<file path="config.mk">
export PLATFORM = sky130hd
export DESIGN_NAME = tsf_top
export DESIGN_NICKNAME = d
export VERILOG_FILES = /design/src/tsf_pkg.sv /design/src/tsf_top.sv
export SDC_FILE = /design/constraint.sdc
export NUM_CORES = 1
export LEC_CHECK = 0
export BUFFER_PORTS_ARGS = -buffer_cell sky130_fd_sc_hd__buf_2
export CAP_MARGIN = 20
export CORE_MARGIN = 4
export CORE_UTILIZATION = 50
export CTS_BUF_LIST = sky130_fd_sc_hd__clkbuf_8
export DETAILED_ROUTE_END_ITERATION = 8
export PLACE_DENSITY = 0.69
export SLEW_MARGIN = 5
export SYNTH_ARGS = -nofsm -noshare
export SYNTH_HDL_FRONTEND = slang
export SYNTH_SLANG_ARGS = --single-unit
</file>
<file path="constraint.sdc">
create_clock -name clk_sys_i -period 5.84 [get_ports clk_sys_i]
set_input_delay 1.168 -clock clk_sys_i [delete_from_list [all_inputs] [get_ports clk_sys_i]]
set_output_delay 1.168 -clock clk_sys_i [all_outputs]
set_load 0.02 [all_outputs]
</file>
<file path="src/tsf_pkg.sv">
/*
 * tsf_pkg: register offsets, field positions, reset values and states for the
 * data slicer framing-match block.
 * assumes: a single 125 MHz system clock; byte addresses on a 32-bit AXI4-Lite bus.
 */
`default_nettype none
package tsf_pkg;
	// printed offsets are not all multiples of four: they are indices, byte address = 4*index
	localparam logic [7:0] IDX_IGNORE_HIGH = 8'hb8;
	localparam logic [7:0] IDX_IGNORE_MID = 8'hb9;
	localparam logic [7:0] IDX_IGNORE_LOW = 8'hba;
	localparam logic [7:0] IDX_PATTERN_HIGH = 8'hbb;
	localparam logic [7:0] IDX_PATTERN_MID = 8'hbc;
	localparam logic [7:0] IDX_PATTERN_LOW = 8'hbd;
	localparam logic [7:0] IDX_LINE_TYPE = 8'hc9;
	localparam logic [7:0] IDX_ERR_LIMITS = 8'hce;
	localparam logic [7:0] IDX_OUT_SETUP = 8'hcf;
	// status register of own choice, readable
	localparam logic [7:0] IDX_STATUS = 8'hd0;
	// reset values
	localparam logic [7:0] RST_IGNORE = 8'h00;
	localparam logic [7:0] RST_PATTERN_HIGH = 8'h27;
	localparam logic [7:0] RST_PATTERN_MID = 8'h55;
	localparam logic [7:0] RST_PATTERN_LOW = 8'h55;
	localparam logic [7:0] RST_LINE_TYPE = 8'h0d;
	localparam logic [7:0] RST_ERR_LIMITS = 8'h15;
	localparam logic [7:0] RST_OUT_SETUP = 8'h6b;
	// line_type_select fields
	localparam int LT_TEXT = 0;
	localparam int LT_NTSC = 1;
	localparam int LT_FULL = 2;
	localparam int LT_CC1 = 5;
	localparam int LT_CC2 = 6;
	localparam int LT_QUIT_OFF = 7;
	// bit_error_limits fields
	localparam int LIM_LOW = 0;
	localparam int LIM_MID = 2;
	localparam int LIM_HIGH = 4;
	// slicer_output_setup fields
	localparam int OS_COUNT = 0;
	localparam int OS_FILL = 6;
	localparam int OS_DUMP = 7;
	localparam logic [6:0] FILL_BYTES = 7'h40;
	localparam logic [7:0] CC_LINE = 8'h15;
	typedef enum logic [1:0] {TSF_HUNT, TSF_SEND, TSF_FILL, TSF_WAIT} tsf_state_t;
endpackage
`default_nettype wire

</file>
<file path="src/tsf_top.sv">
/*
 * tsf_top: data slicer configuration registers, framing-code matcher and line byte
 * output sequencer, with an AXI4-Lite register slave.
 * assumes: sliced bits and bytes arrive synchronous to clk_sys_i; the line start
 * strobe precedes each line; one write and one read under way at a time.
 */
// The AXI4-Lite slave port is this design's own decision.
`timescale 1ns/1ps
`default_nettype none
module tsf_top #(
	parameter int ADDR_W = 12
) (
	// clock and reset
	input wire logic clk_sys_i,
	input wire logic rst_i,
	// axi4-lite write address and data
	input wire logic [ADDR_W-1:0] s_axi_awaddr,
	input wire logic s_axi_awvalid,
	output logic s_axi_awready,
	input wire logic [31:0] s_axi_wdata,
	input wire logic [3:0] s_axi_wstrb,
	input wire logic s_axi_wvalid,
	output logic s_axi_wready,
	// axi4-lite write response
	output logic [1:0] s_axi_bresp,
	output logic s_axi_bvalid,
	input wire logic s_axi_bready,
	// axi4-lite read
	input wire logic [ADDR_W-1:0] s_axi_araddr,
	input wire logic s_axi_arvalid,
	output logic s_axi_arready,
	output logic [31:0] s_axi_rdata,
	output logic [1:0] s_axi_rresp,
	output logic s_axi_rvalid,
	input wire logic s_axi_rready,
	// line context from the video timing
	input wire logic line_start_i,
	input wire logic field_two_i,
	input wire logic [7:0] line_num_i,
	input wire logic text_line_i,
	// sliced bit stream and bytes
	input wire logic bit_valid_i,
	input wire logic bit_i,
	input wire logic byte_valid_i,
	input wire logic [7:0] byte_i,
	// line byte output
	output logic [7:0] out_byte_o,
	output logic out_valid_o,
	output logic out_last_o,
	output logic framing_match_o,
	// slicer controls
	output logic text_enable_o,
	output logic ntsc_mode_o,
	output logic cc_slice_o,
	output logic hquit_enable_o
);
	// configuration registers
	logic [23:0] pattern_r;
	logic [23:0] ignore_r;
	logic [7:0] line_type_r;
	logic [7:0] limits_r;
	logic [7:0] out_setup_r;
	// bus state
	logic aw_held_r;
	logic w_held_r;
	logic [ADDR_W-1:0] awaddr_r;
	logic [31:0] wdata_r;
	logic [3:0] wstrb_r;
	// framing state
	logic [23:0] shift_r;
	logic [4:0] bits_seen_r;
	logic [6:0] byte_cnt_r;
	logic [6:0] line_len;
	logic match_now;
	logic line_ok;
	tsf_pkg::tsf_state_t state_r;

	// byte address to register index; misaligned addresses give no hit
	function automatic logic [7:0] reg_index(input logic [ADDR_W-1:0] a);
		reg_index = a[9:2];
	endfunction

	function automatic logic in_limit(input logic [7:0] diff, input logic [1:0] lim);
		logic [3:0] n;
		n = 4'h0;
		for (int i = 0; i < 8; i++)
		begin
			n = n + {3'h0, diff[i]};
		end
		in_limit = (n <= {2'h0, lim});
	endfunction

	function automatic logic mapped(input logic [ADDR_W-1:0] a);
		logic [7:0] ix;
		ix = reg_index(a);
		mapped = ((ix >= tsf_pkg::IDX_IGNORE_HIGH) && (ix <= tsf_pkg::IDX_PATTERN_LOW))
			|| (ix == tsf_pkg::IDX_LINE_TYPE) || (ix == tsf_pkg::IDX_ERR_LIMITS)
			|| (ix == tsf_pkg::IDX_OUT_SETUP) || (ix == tsf_pkg::IDX_STATUS);
		mapped = mapped && (a[1:0] == 2'h0) && (a[ADDR_W-1:10] == '0);
	endfunction

	// write channel capture: address and data taken in either order
	always_ff @(posedge clk_sys_i)
	begin
		if (rst_i)
		begin
			aw_held_r <= 1'b0;
			w_held_r <= 1'b0;
			awaddr_r <= '0;
			wdata_r <= 32'h0000_0000;
			wstrb_r <= 4'h0;
		end
		else if (aw_held_r && w_held_r)
		begin
			aw_held_r <= 1'b0;
			w_held_r <= 1'b0;
		end
		else
		begin
			if (s_axi_awvalid && s_axi_awready)
			begin
				aw_held_r <= 1'b1;
				awaddr_r <= s_axi_awaddr;
			end
			if (s_axi_wvalid && s_axi_wready)
			begin
				w_held_r <= 1'b1;
				wdata_r <= s_axi_wdata;
				wstrb_r <= s_axi_wstrb;
			end
		end
	end

	always_ff @(posedge clk_sys_i)
	begin
		if (rst_i)
		begin
			s_axi_awready <= 1'b0;
			s_axi_wready <= 1'b0;
			s_axi_bvalid <= 1'b0;
			s_axi_bresp <= 2'h0;
		end
		else
		begin
			s_axi_awready <= !aw_held_r && !(s_axi_awvalid && s_axi_awready) && !s_axi_bvalid;
			s_axi_wready <= !w_held_r && !(s_axi_wvalid && s_axi_wready) && !s_axi_bvalid;
			if (aw_held_r && w_held_r)
			begin
				s_axi_bvalid <= 1'b1;
				s_axi_bresp <= mapped(awaddr_r) ? 2'h0 : 2'h2;
			end
			else if (s_axi_bvalid && s_axi_bready)
			begin
				s_axi_bvalid <= 1'b0;
			end
		end
	end

	// configuration writes; only the low byte lane carries data
	always_ff @(posedge clk_sys_i)
	begin
		if (rst_i)
		begin
			pattern_r <= {tsf_pkg::RST_PATTERN_HIGH, tsf_pkg::RST_PATTERN_MID,
				tsf_pkg::RST_PATTERN_LOW};
			ignore_r <= {3{tsf_pkg::RST_IGNORE}};
			line_type_r <= tsf_pkg::RST_LINE_TYPE;
			limits_r <= tsf_pkg::RST_ERR_LIMITS;
			out_setup_r <= tsf_pkg::RST_OUT_SETUP;
		end
		else if (aw_held_r && w_held_r && wstrb_r[0] && mapped(awaddr_r))
		begin
			if (reg_index(awaddr_r) == tsf_pkg::IDX_IGNORE_HIGH)
				ignore_r[23:16] <= wdata_r[7:0];
			else if (reg_index(awaddr_r) == tsf_pkg::IDX_IGNORE_MID)
				ignore_r[15:8] <= wdata_r[7:0];
			else if (reg_index(awaddr_r) == tsf_pkg::IDX_IGNORE_LOW)
				ignore_r[7:0] <= wdata_r[7:0];
			else if (reg_index(awaddr_r) == tsf_pkg::IDX_PATTERN_HIGH)
				pattern_r[23:16] <= wdata_r[7:0];
			else if (reg_index(awaddr_r) == tsf_pkg::IDX_PATTERN_MID)
				pattern_r[15:8] <= wdata_r[7:0];
			else if (reg_index(awaddr_r) == tsf_pkg::IDX_PATTERN_LOW)
				pattern_r[7:0] <= wdata_r[7:0];
			else if (reg_index(awaddr_r) == tsf_pkg::IDX_LINE_TYPE)
				line_type_r <= wdata_r[7:0];
			else if (reg_index(awaddr_r) == tsf_pkg::IDX_ERR_LIMITS)
				limits_r <= {2'h0, wdata_r[5:0]}; // reserved bits kept zero
			else if (reg_index(awaddr_r) == tsf_pkg::IDX_OUT_SETUP)
				out_setup_r <= wdata_r[7:0];
		end
	end

	// reads: configuration is write-only and reads zero; status shows the matcher
	always_ff @(posedge clk_sys_i)
	begin
		if (rst_i)
		begin
			s_axi_arready <= 1'b0;
			s_axi_rvalid <= 1'b0;
			s_axi_rdata <= 32'h0000_0000;
			s_axi_rresp <= 2'h0;
		end
		else
		begin
			s_axi_arready <= !s_axi_rvalid && !(s_axi_arvalid && s_axi_arready);
			if (s_axi_arvalid && s_axi_arready)
			begin
				s_axi_rvalid <= 1'b1;
				s_axi_rresp <= mapped(s_axi_araddr) ? 2'h0 : 2'h2;
				if (reg_index(s_axi_araddr) == tsf_pkg::IDX_STATUS && mapped(s_axi_araddr))
					s_axi_rdata <= {22'h0, byte_cnt_r, framing_match_o, state_r};
				else
					s_axi_rdata <= 32'h0000_0000;
			end
			else if (s_axi_rvalid && s_axi_rready)
			begin
				s_axi_rvalid <= 1'b0;
			end
		end
	end

	// line acceptance from the text line-type bit on text lines, or from the dump bit
	always_comb
	begin
		line_ok = out_setup_r[tsf_pkg::OS_DUMP]
			|| (text_line_i && line_type_r[tsf_pkg::LT_TEXT]);
		line_len = out_setup_r[tsf_pkg::OS_FILL] ? tsf_pkg::FILL_BYTES
			: {1'b0, out_setup_r[5:0]};
		// per-segment mismatch count against limit, masked bits excluded
		match_now = (bits_seen_r == 5'd24)
			&& in_limit((shift_r[7:0] ^ pattern_r[7:0]) & ~ignore_r[7:0],
				limits_r[tsf_pkg::LIM_LOW +: 2])
			&& in_limit((shift_r[15:8] ^ pattern_r[15:8]) & ~ignore_r[15:8],
				limits_r[tsf_pkg::LIM_MID +: 2])
			&& in_limit((shift_r[23:16] ^ pattern_r[23:16]) & ~ignore_r[23:16],
				limits_r[tsf_pkg::LIM_HIGH +: 2]);
	end

	// bit shifter: first received bit ends at the lsb after 24 bits
	always_ff @(posedge clk_sys_i)
	begin
		if (rst_i || line_start_i)
		begin
			shift_r <= 24'h00_0000;
			bits_seen_r <= 5'd0;
		end
		else if (bit_valid_i && bits_seen_r != 5'd24 && state_r == tsf_pkg::TSF_HUNT)
		begin
			shift_r <= {bit_i, shift_r[23:1]};
			bits_seen_r <= bits_seen_r + 5'd1;
		end
	end

	// byte sequencer; the framing code counts toward the byte total, so three
	// bytes are already spent at match time
	always_ff @(posedge clk_sys_i)
	begin
		if (rst_i)
		begin
			state_r <= tsf_pkg::TSF_WAIT;
			byte_cnt_r <= 7'd0;
			out_valid_o <= 1'b0;
			out_last_o <= 1'b0;
			out_byte_o <= 8'h00;
			framing_match_o <= 1'b0;
		end
		else
		begin
			out_valid_o <= 1'b0;
			out_last_o <= 1'b0;
			case (state_r)
				tsf_pkg::TSF_HUNT:
				begin
					if (match_now)
					begin
						framing_match_o <= 1'b1;
						byte_cnt_r <= 7'd3;
						state_r <= tsf_pkg::TSF_SEND;
					end
					else if (bits_seen_r == 5'd24 && out_setup_r[tsf_pkg::OS_DUMP])
					begin
						byte_cnt_r <= 7'd0;
						state_r <= tsf_pkg::TSF_SEND; // dump needs no match
					end
				end
				tsf_pkg::TSF_SEND:
				begin
					if (byte_cnt_r >= line_len)
						state_r <= tsf_pkg::TSF_WAIT;
					else if (byte_valid_i)
					begin
						out_byte_o <= byte_i;
						out_valid_o <= 1'b1;
						out_last_o <= (byte_cnt_r + 7'd1 == line_len);
						byte_cnt_r <= byte_cnt_r + 7'd1;
						if (byte_cnt_r + 7'd1 == {1'b0, out_setup_r[5:0]}
							&& out_setup_r[tsf_pkg::OS_FILL])
							state_r <= tsf_pkg::TSF_FILL;
					end
				end
				tsf_pkg::TSF_FILL:
				begin
					// pad with zero bytes up to sixty-four
					if (byte_cnt_r >= tsf_pkg::FILL_BYTES)
						state_r <= tsf_pkg::TSF_WAIT;
					else
					begin
						out_byte_o <= 8'h00;
						out_valid_o <= 1'b1;
						out_last_o <= (byte_cnt_r + 7'd1 == tsf_pkg::FILL_BYTES);
						byte_cnt_r <= byte_cnt_r + 7'd1;
					end
				end
				default:
				begin
					byte_cnt_r <= 7'd0;
				end
			endcase
			if (line_start_i)
			begin
				framing_match_o <= 1'b0;
				byte_cnt_r <= 7'd0;
				state_r <= line_ok ? tsf_pkg::TSF_HUNT : tsf_pkg::TSF_WAIT;
			end
		end
	end

	// slicer controls
	always_ff @(posedge clk_sys_i)
	begin
		if (rst_i)
		begin
			text_enable_o <= 1'b0;
			ntsc_mode_o <= 1'b0;
			cc_slice_o <= 1'b0;
			hquit_enable_o <= 1'b0;
		end
		else
		begin
			text_enable_o <= line_type_r[tsf_pkg::LT_TEXT];
			ntsc_mode_o <= line_type_r[tsf_pkg::LT_NTSC];
			cc_slice_o <= (line_num_i == tsf_pkg::CC_LINE)
				&& ((!field_two_i && line_type_r[tsf_pkg::LT_CC1])
				|| (field_two_i && line_type_r[tsf_pkg::LT_CC2]));
			hquit_enable_o <= !line_type_r[tsf_pkg::LT_QUIT_OFF];
		end
	end
endmodule
`default_nettype wire

</file>
# Word level (Yosys, flattened, before mapping)
# Cells that the tools add are included.
# totals
ff_bits,187
input_bits,89
out_inout_bits,56
elab_cells,226
# op_classes
addsub,23
magnitude_cmp,9
n_eq_ne,30
muxes,35
bitwise_logic,18
n_reduce_logical,77
# ops
cell,n
$eq A8 B8 Y1 const B,14
$add A4 B1 Y4,12
$mux W7,6
$logic_and A1 B1 Y1,31
$and A8 B8 Y8,3
$mux W8,3
$not A8 Y8,3
$xor A8 B8 Y8,3
$pmux W7 S3,1
$mux W2,10
$ge A8 B8 Y1 const B,2
$le A8 B8 Y1 const B,2
$pmux W8 S2,1
$add A3 B1 Y4,3
$le A4 B2 Y1,3
$reduce_and A4 Y1,3
$logic_or A1 B1 Y1,11
$logic_not A2 Y1,5
$mux W1,10
$mux W10,1
$reduce_and A10 Y1,1
$reduce_and A5 Y1,2
$add A2 B1 Y3,3
$logic_not A1 Y1,9
other kinds (30),50

# Longest topological paths before layout
# logic_depth
depth_word,16
mapped_depth,15
mapped_depth_nobuf,15

# Least setup slack after synthesis
# OpenSTA, ideal clock, no wires.
# synth_path
path_type,register to register
start,reg pattern_r[0]
end,reg byte_cnt_r[4]
setup_time_ns,0.117
t_arrival_ns,4.224
required_ns,5.723
path_slack_ns,1.499
path_stages_with_launch,16
n_path_buf,0
period_less_slack_ns,4.341
path_cell_list,dfxtp_1 > xor2_1 > nand2b_1 > fa_1 > fa_1 > inv_1 > fa_1 > ha_1 > fa_1 > ha_1 > nor2b_1 > o21ai_0 > nand4_1 > o21ai_1 > nand3_1 > a32o_1
# synth_via
elab_chain_len,15
elab_cells_between_ends,17
classes_between,add/sub (7); order compare (1); eq/ne (1); mux (2); bitwise (2); reduce/logical (4)
# synth_lines
element,line_no,text
start: declaration,tsf_top.sv:58,logic [23:0] pattern_r;
start signal: assignment,tsf_top.sv:164,"pattern_r <= {tsf_pkg::RST_PATTERN_HIGH, tsf_pkg::RST_PATTERN_MID,"
start signal: assignment,tsf_top.sv:184,pattern_r[7:0] <= wdata_r[7:0];
$xor A8 B8 Y8 *,tsf_top.sv:232,"&& in_limit((shift_r[7:0] ^ pattern_r[7:0]) & ~ignore_r[7:0],"
$and A8 B8 Y8 *,tsf_top.sv:232,
$add A1 B1 Y2 *,tsf_top.sv:88,"n = n + {3'h0, diff[i]};"
$add A2 B1 Y3 *,tsf_top.sv:88,
$add A3 B1 Y4 *,tsf_top.sv:88,
$add A4 B1 Y4 * (4 in a row),tsf_top.sv:88,
$le A4 B2 Y1 *,tsf_top.sv:90,"in_limit = (n <= {2'h0, lim});"
$logic_and A1 B1 Y1 *,tsf_top.sv:232,
$logic_and A1 B1 Y1 *,tsf_top.sv:234,"&& in_limit((shift_r[15:8] ^ pattern_r[15:8]) & ~ignore_r[15:8],"
$logic_and A1 B1 Y1 *,tsf_top.sv:236,"&& in_limit((shift_r[23:16] ^ pattern_r[23:16]) & ~ignore_r[23:16],"
$ne A3 B2 Y1 (no line) or $mux W7 (tied branches),n/a,
$reduce_and A4 Y1 (no line) or $pmux W7 S3 (tied branches),n/a,
end signal: assignment,tsf_top.sv:296,byte_cnt_r <= byte_cnt_r + 7'd1;
end signal: assignment,tsf_top.sv:312,byte_cnt_r <= byte_cnt_r + 7'd1;
end: declaration,tsf_top.sv:72,logic [6:0] byte_cnt_r;
# Mark *: on every way between the ends. The rest lies on a longest branch, timed or not.
# A chain may end at the register's enable or synchronous reset.

# Worst setup path after layout
# layout_path
start,reg shift_r[16]
end,reg byte_cnt_r[5]
# layout_via
elab_chain_len,13
elab_cells_between_ends,15
classes_between,add/sub (7); order compare (1); eq/ne (1); mux (2); bitwise (2); reduce/logical (2)
# layout_lines
element,line_no,text
start: declaration,tsf_top.sv:70,logic [23:0] shift_r;
start signal: assignment,tsf_top.sv:250,"shift_r <= {bit_i, shift_r[23:1]};"
$xor A8 B8 Y8 *,tsf_top.sv:236,
$and A8 B8 Y8 *,tsf_top.sv:236,
$add A1 B1 Y2 *,tsf_top.sv:88,
$add A2 B1 Y3 *,tsf_top.sv:88,
$add A3 B1 Y4 *,tsf_top.sv:88,
$add A4 B1 Y4 * (4 in a row),tsf_top.sv:88,
$le A4 B2 Y1 *,tsf_top.sv:90,
$logic_and A1 B1 Y1 *,tsf_top.sv:236,
$ne A3 B2 Y1 (no line) or $mux W7 (tied branches),n/a,
$reduce_and A4 Y1 (no line) or $pmux W7 S3 (tied branches),n/a,
# Marked as above.

==> flow_summary_export.csv <==
group,metric,value,unit
timing,hold_viol,0,
floorplanning,initial_core_util,0.516,
synthesis,synth.most_common_cell,"dfxtp_1",
setup_path,cp_max_fo,10,
route,wl_per_cell,15.1,um
timing,period_share,0.836,
run_status,status,"complete, no violations",
synthesis,synth_area_leader_cell,"dfxtp_1",
route,drt_first_pass_iters,5,
finish,syn_to_final_growth,10.4,%
route,ant_nets,0,
cts,cts_tree,"yes",
finish,drive_gt1_frac,0.148,
route,wl_met3,878,um
worst_hold_path,hp-start,"line_type_r[7]",
synthesis,yosysTopAreaCellShare,0.404,
route,dr_wl_met2,8.37,mm
finish,diodes,0,
timing,finClkSkew,0.0107,ns
floorplanning,core,0.0154,mm2
cts,clock_path_buffers,2,
timing,finalSetupTns,0,ns
synthesis,synth_edf_count,0,
cts,htree_levels,4,
global_routing,gr-total-overflow,0,
timing,finalSetupViolations,0,
timing,timing.final.ws_setup,0.958,ns
cts,numCtsBuffers,17,
floorplanning,die_y,134,um
power,power,2120,uW
job,max_cap_viol_count,0,
finish,nNetsFinal,1097,
cts,insertion_delay,0.46,ns
synthesis,netlist_area,0.00794,mm2
cts,hold_buffers,0,
power,peakVddDrop,0.137,mV
setup_path,cp-end-kind,"flop",
timing,slew_violations,0,
route,remaining_drc_errors,0,
route,drt-met1-wl,8.50,mm
route,routed.top_layer,"met4",
synthesis,ys_seq_area_frac,0.404,
worst_hold_path,holdPathStages,1,
cts,clk_pin_slew,0.08,ns
placed_design,gp_congestion,0.823,
route,wirelength,18.0,mm
finish,fillers,1412,
finish,multiInputGateArea,0.00430,mm2
synthesis,ys.flop_type,"dfxtp_1",
timing,rsz0062_at_grt,"no",
setup_path,reg2reg_slack,0.96,ns
worst_hold_path,min_to,"hquit_enable_o",
cts,cts_resized,0,
cts,postCtsSetupBuffers,0,
finish,final_area,0.00876,mm2
synthesis,avgSynthCellArea,8.80,um2
setup_path,r2r_start,"shift_r[16]",
timing,tightestPinTransition,1.10,ns
synthesis,synth_commonest_cells,"dfxtp_1, nand2_1, nor2_1, a21oi_1, mux2i_1",
setup_path,reg2reg_depth,14,
placed_design,dp_worst_setup_slack,1.02,ns
synthesis,ys_types,75,
route,viasPerCell,5.28,
timing,fmax,205,MHz
placed_design,place_area,0.00836,mm2
global_routing,antenna_found_initial,0,
global_routing,grtUsageTotal,0.206,
setup_path,rr_endpoint,"byte_cnt_r[5]",
setup_path,critPathRequiredTime,6.20,ns
global_routing,grt_pass1_wl,29.8,mm
synthesis,async_flop_share,0,
synthesis,syn_inst,902,
placed_design,portBuffers,93,
route,drt_iter0_drc,354,
floorplanning,ioPinCount,145,
setup_path,cp-start-kind,"flop",
synthesis,synth_warnings,0,
timing,finalCriticalPeriod,4.88,ns
cts,clkSinkCount,160,
finish,seqCellArea,0.00320,mm2
route,vias,6273,
synthesis,synth_area_leaders,"dfxtp_1, mux2i_1, nand2_1",
worst_hold_path,worstHoldPathType,"flop to flop",
power,cellPowerDensity,242,mW/mm2
global_routing,grt_pass1_vias,5952,
setup_path,crit_type,"flop to flop",
setup_path,worstPathArrival,5.24,ns
power,leakage,0.00350,uW
placed_design,dp_hpwl,12.5,mm
floorplanning,die-area,0.0180,mm2
global_routing,grt_max_degree,108,
cts,clock_tree.root_cell,"clkbuf_8",
synthesis,ys_ff_latch,160,
floorplanning,core.rowCount,45,
timing,relSlewSlack,0.266,
floorplanning,die_w,134,um
[registers in the layout, summed over array words and instances (netlist names), 6 cells and up]
signal and count:
awaddr_r 12, byte_cnt_r 7, ignore_r 24, limits_r 6
out_byte_o 8, out_setup_r 8, pattern_r 24, s_axi_rdata 10
shift_r 24, wdata_r 8
[per-layer routing]
metal | vias to the layer above | GRT usage
met4 | 0 | 0.0640
met5 | - | 0
met1 | 2946 | 0.278
li1 | 3149 | -
met3 | 21 | 0.0499
met2 | 157 | 0.328
[stage by stage]
| stage | utilization | hold WS [ns] | cells |
|---|---|---|---|
| after global routing | 0.570 | 0.462 | 1189 |
| after global placement | 0.544 | 0.407 | 1157 |
| after floorplan | - | 0.392 | 925 |
| after detailed placement | 0.544 | 0.407 | 1157 |
| after CTS | 0.570 | 0.424 | 1189 |
| final | 0.570 | 0.422 | 1189 |
[cells by family after synthesis]
logic type               synth area share
XOR/XNOR                           0.0459
AO/OA/AOI/OAI                       0.122
flip-flops                          0.404
AND/OR/NAND/NOR                     0.205
other                            0.000473
multiplexers                       0.0785
adder cells (fa/ha/maj)            0.0791
buffers and inverters              0.0656
[critical path, stage by stage, from the launching register on]
cell	delay (ns)
dfxtp_1	0.38
xnor2_1	0.13
nor2_1	0.07
fa_1	0.54
fa_1	0.54
fa_1	0.51
ha_1	0.25
fa_1	0.46
ha_1	0.31
nor2b_1	0.14
o21ai_0	0.18
nand4_1	0.20
o21ai_1	0.62
nand3_1	0.14
a32o_1	0.29
[worst max-delay path by stage]
| stage | start | endpoint |
|---|---|---|
| floorplan | pattern_r[0] | byte_cnt_r[4] |
| global placement | pattern_r[0] | byte_cnt_r[5] |
| detailed placement | shift_r[16] | byte_cnt_r[5] |
| CTS | shift_r[16] | byte_cnt_r[5] |
| global route | shift_r[0] | byte_cnt_r[5] |
| finish | shift_r[16] | byte_cnt_r[5] |
[where the power goes]
group	total [uW]	internal, uW	switching, uW	leakage [uW]
sequential	1130	1110	24.0	0.00129
combinational	149	51.4	97.4	0.00198
clock	843	439	404	0.000221
[area by class of cell]
| type | count | area share |
|---|---|---|
| repair buffers | 96 | 0.0560 |
| multi-input cells | 665 | 0.491 |
| flip-flops and latches | 160 | 0.366 |
| well taps | 211 | 0.0301 |
| clock buffers | 19 | 0.0298 |
| clock inverters | 13 | 0.0166 |
| inverters | 25 | 0.0107 |
[layout by cell type, fill, tap and decap left out, types with 13 or more instances in the layout]
master and instances:
nor2_1 120, nand2_1 125, buf_2 92, inv_1 26, ha_1 31, conb_1 24
nor3_1 19, dfxtp_1 160, xnor2_1 26, xor2_1 13, mux2i_1 60, nor2b_1 18
a21oi_1 71, clkbuf_8 19
Note: power is estimated with default switching activity, not from simulation.
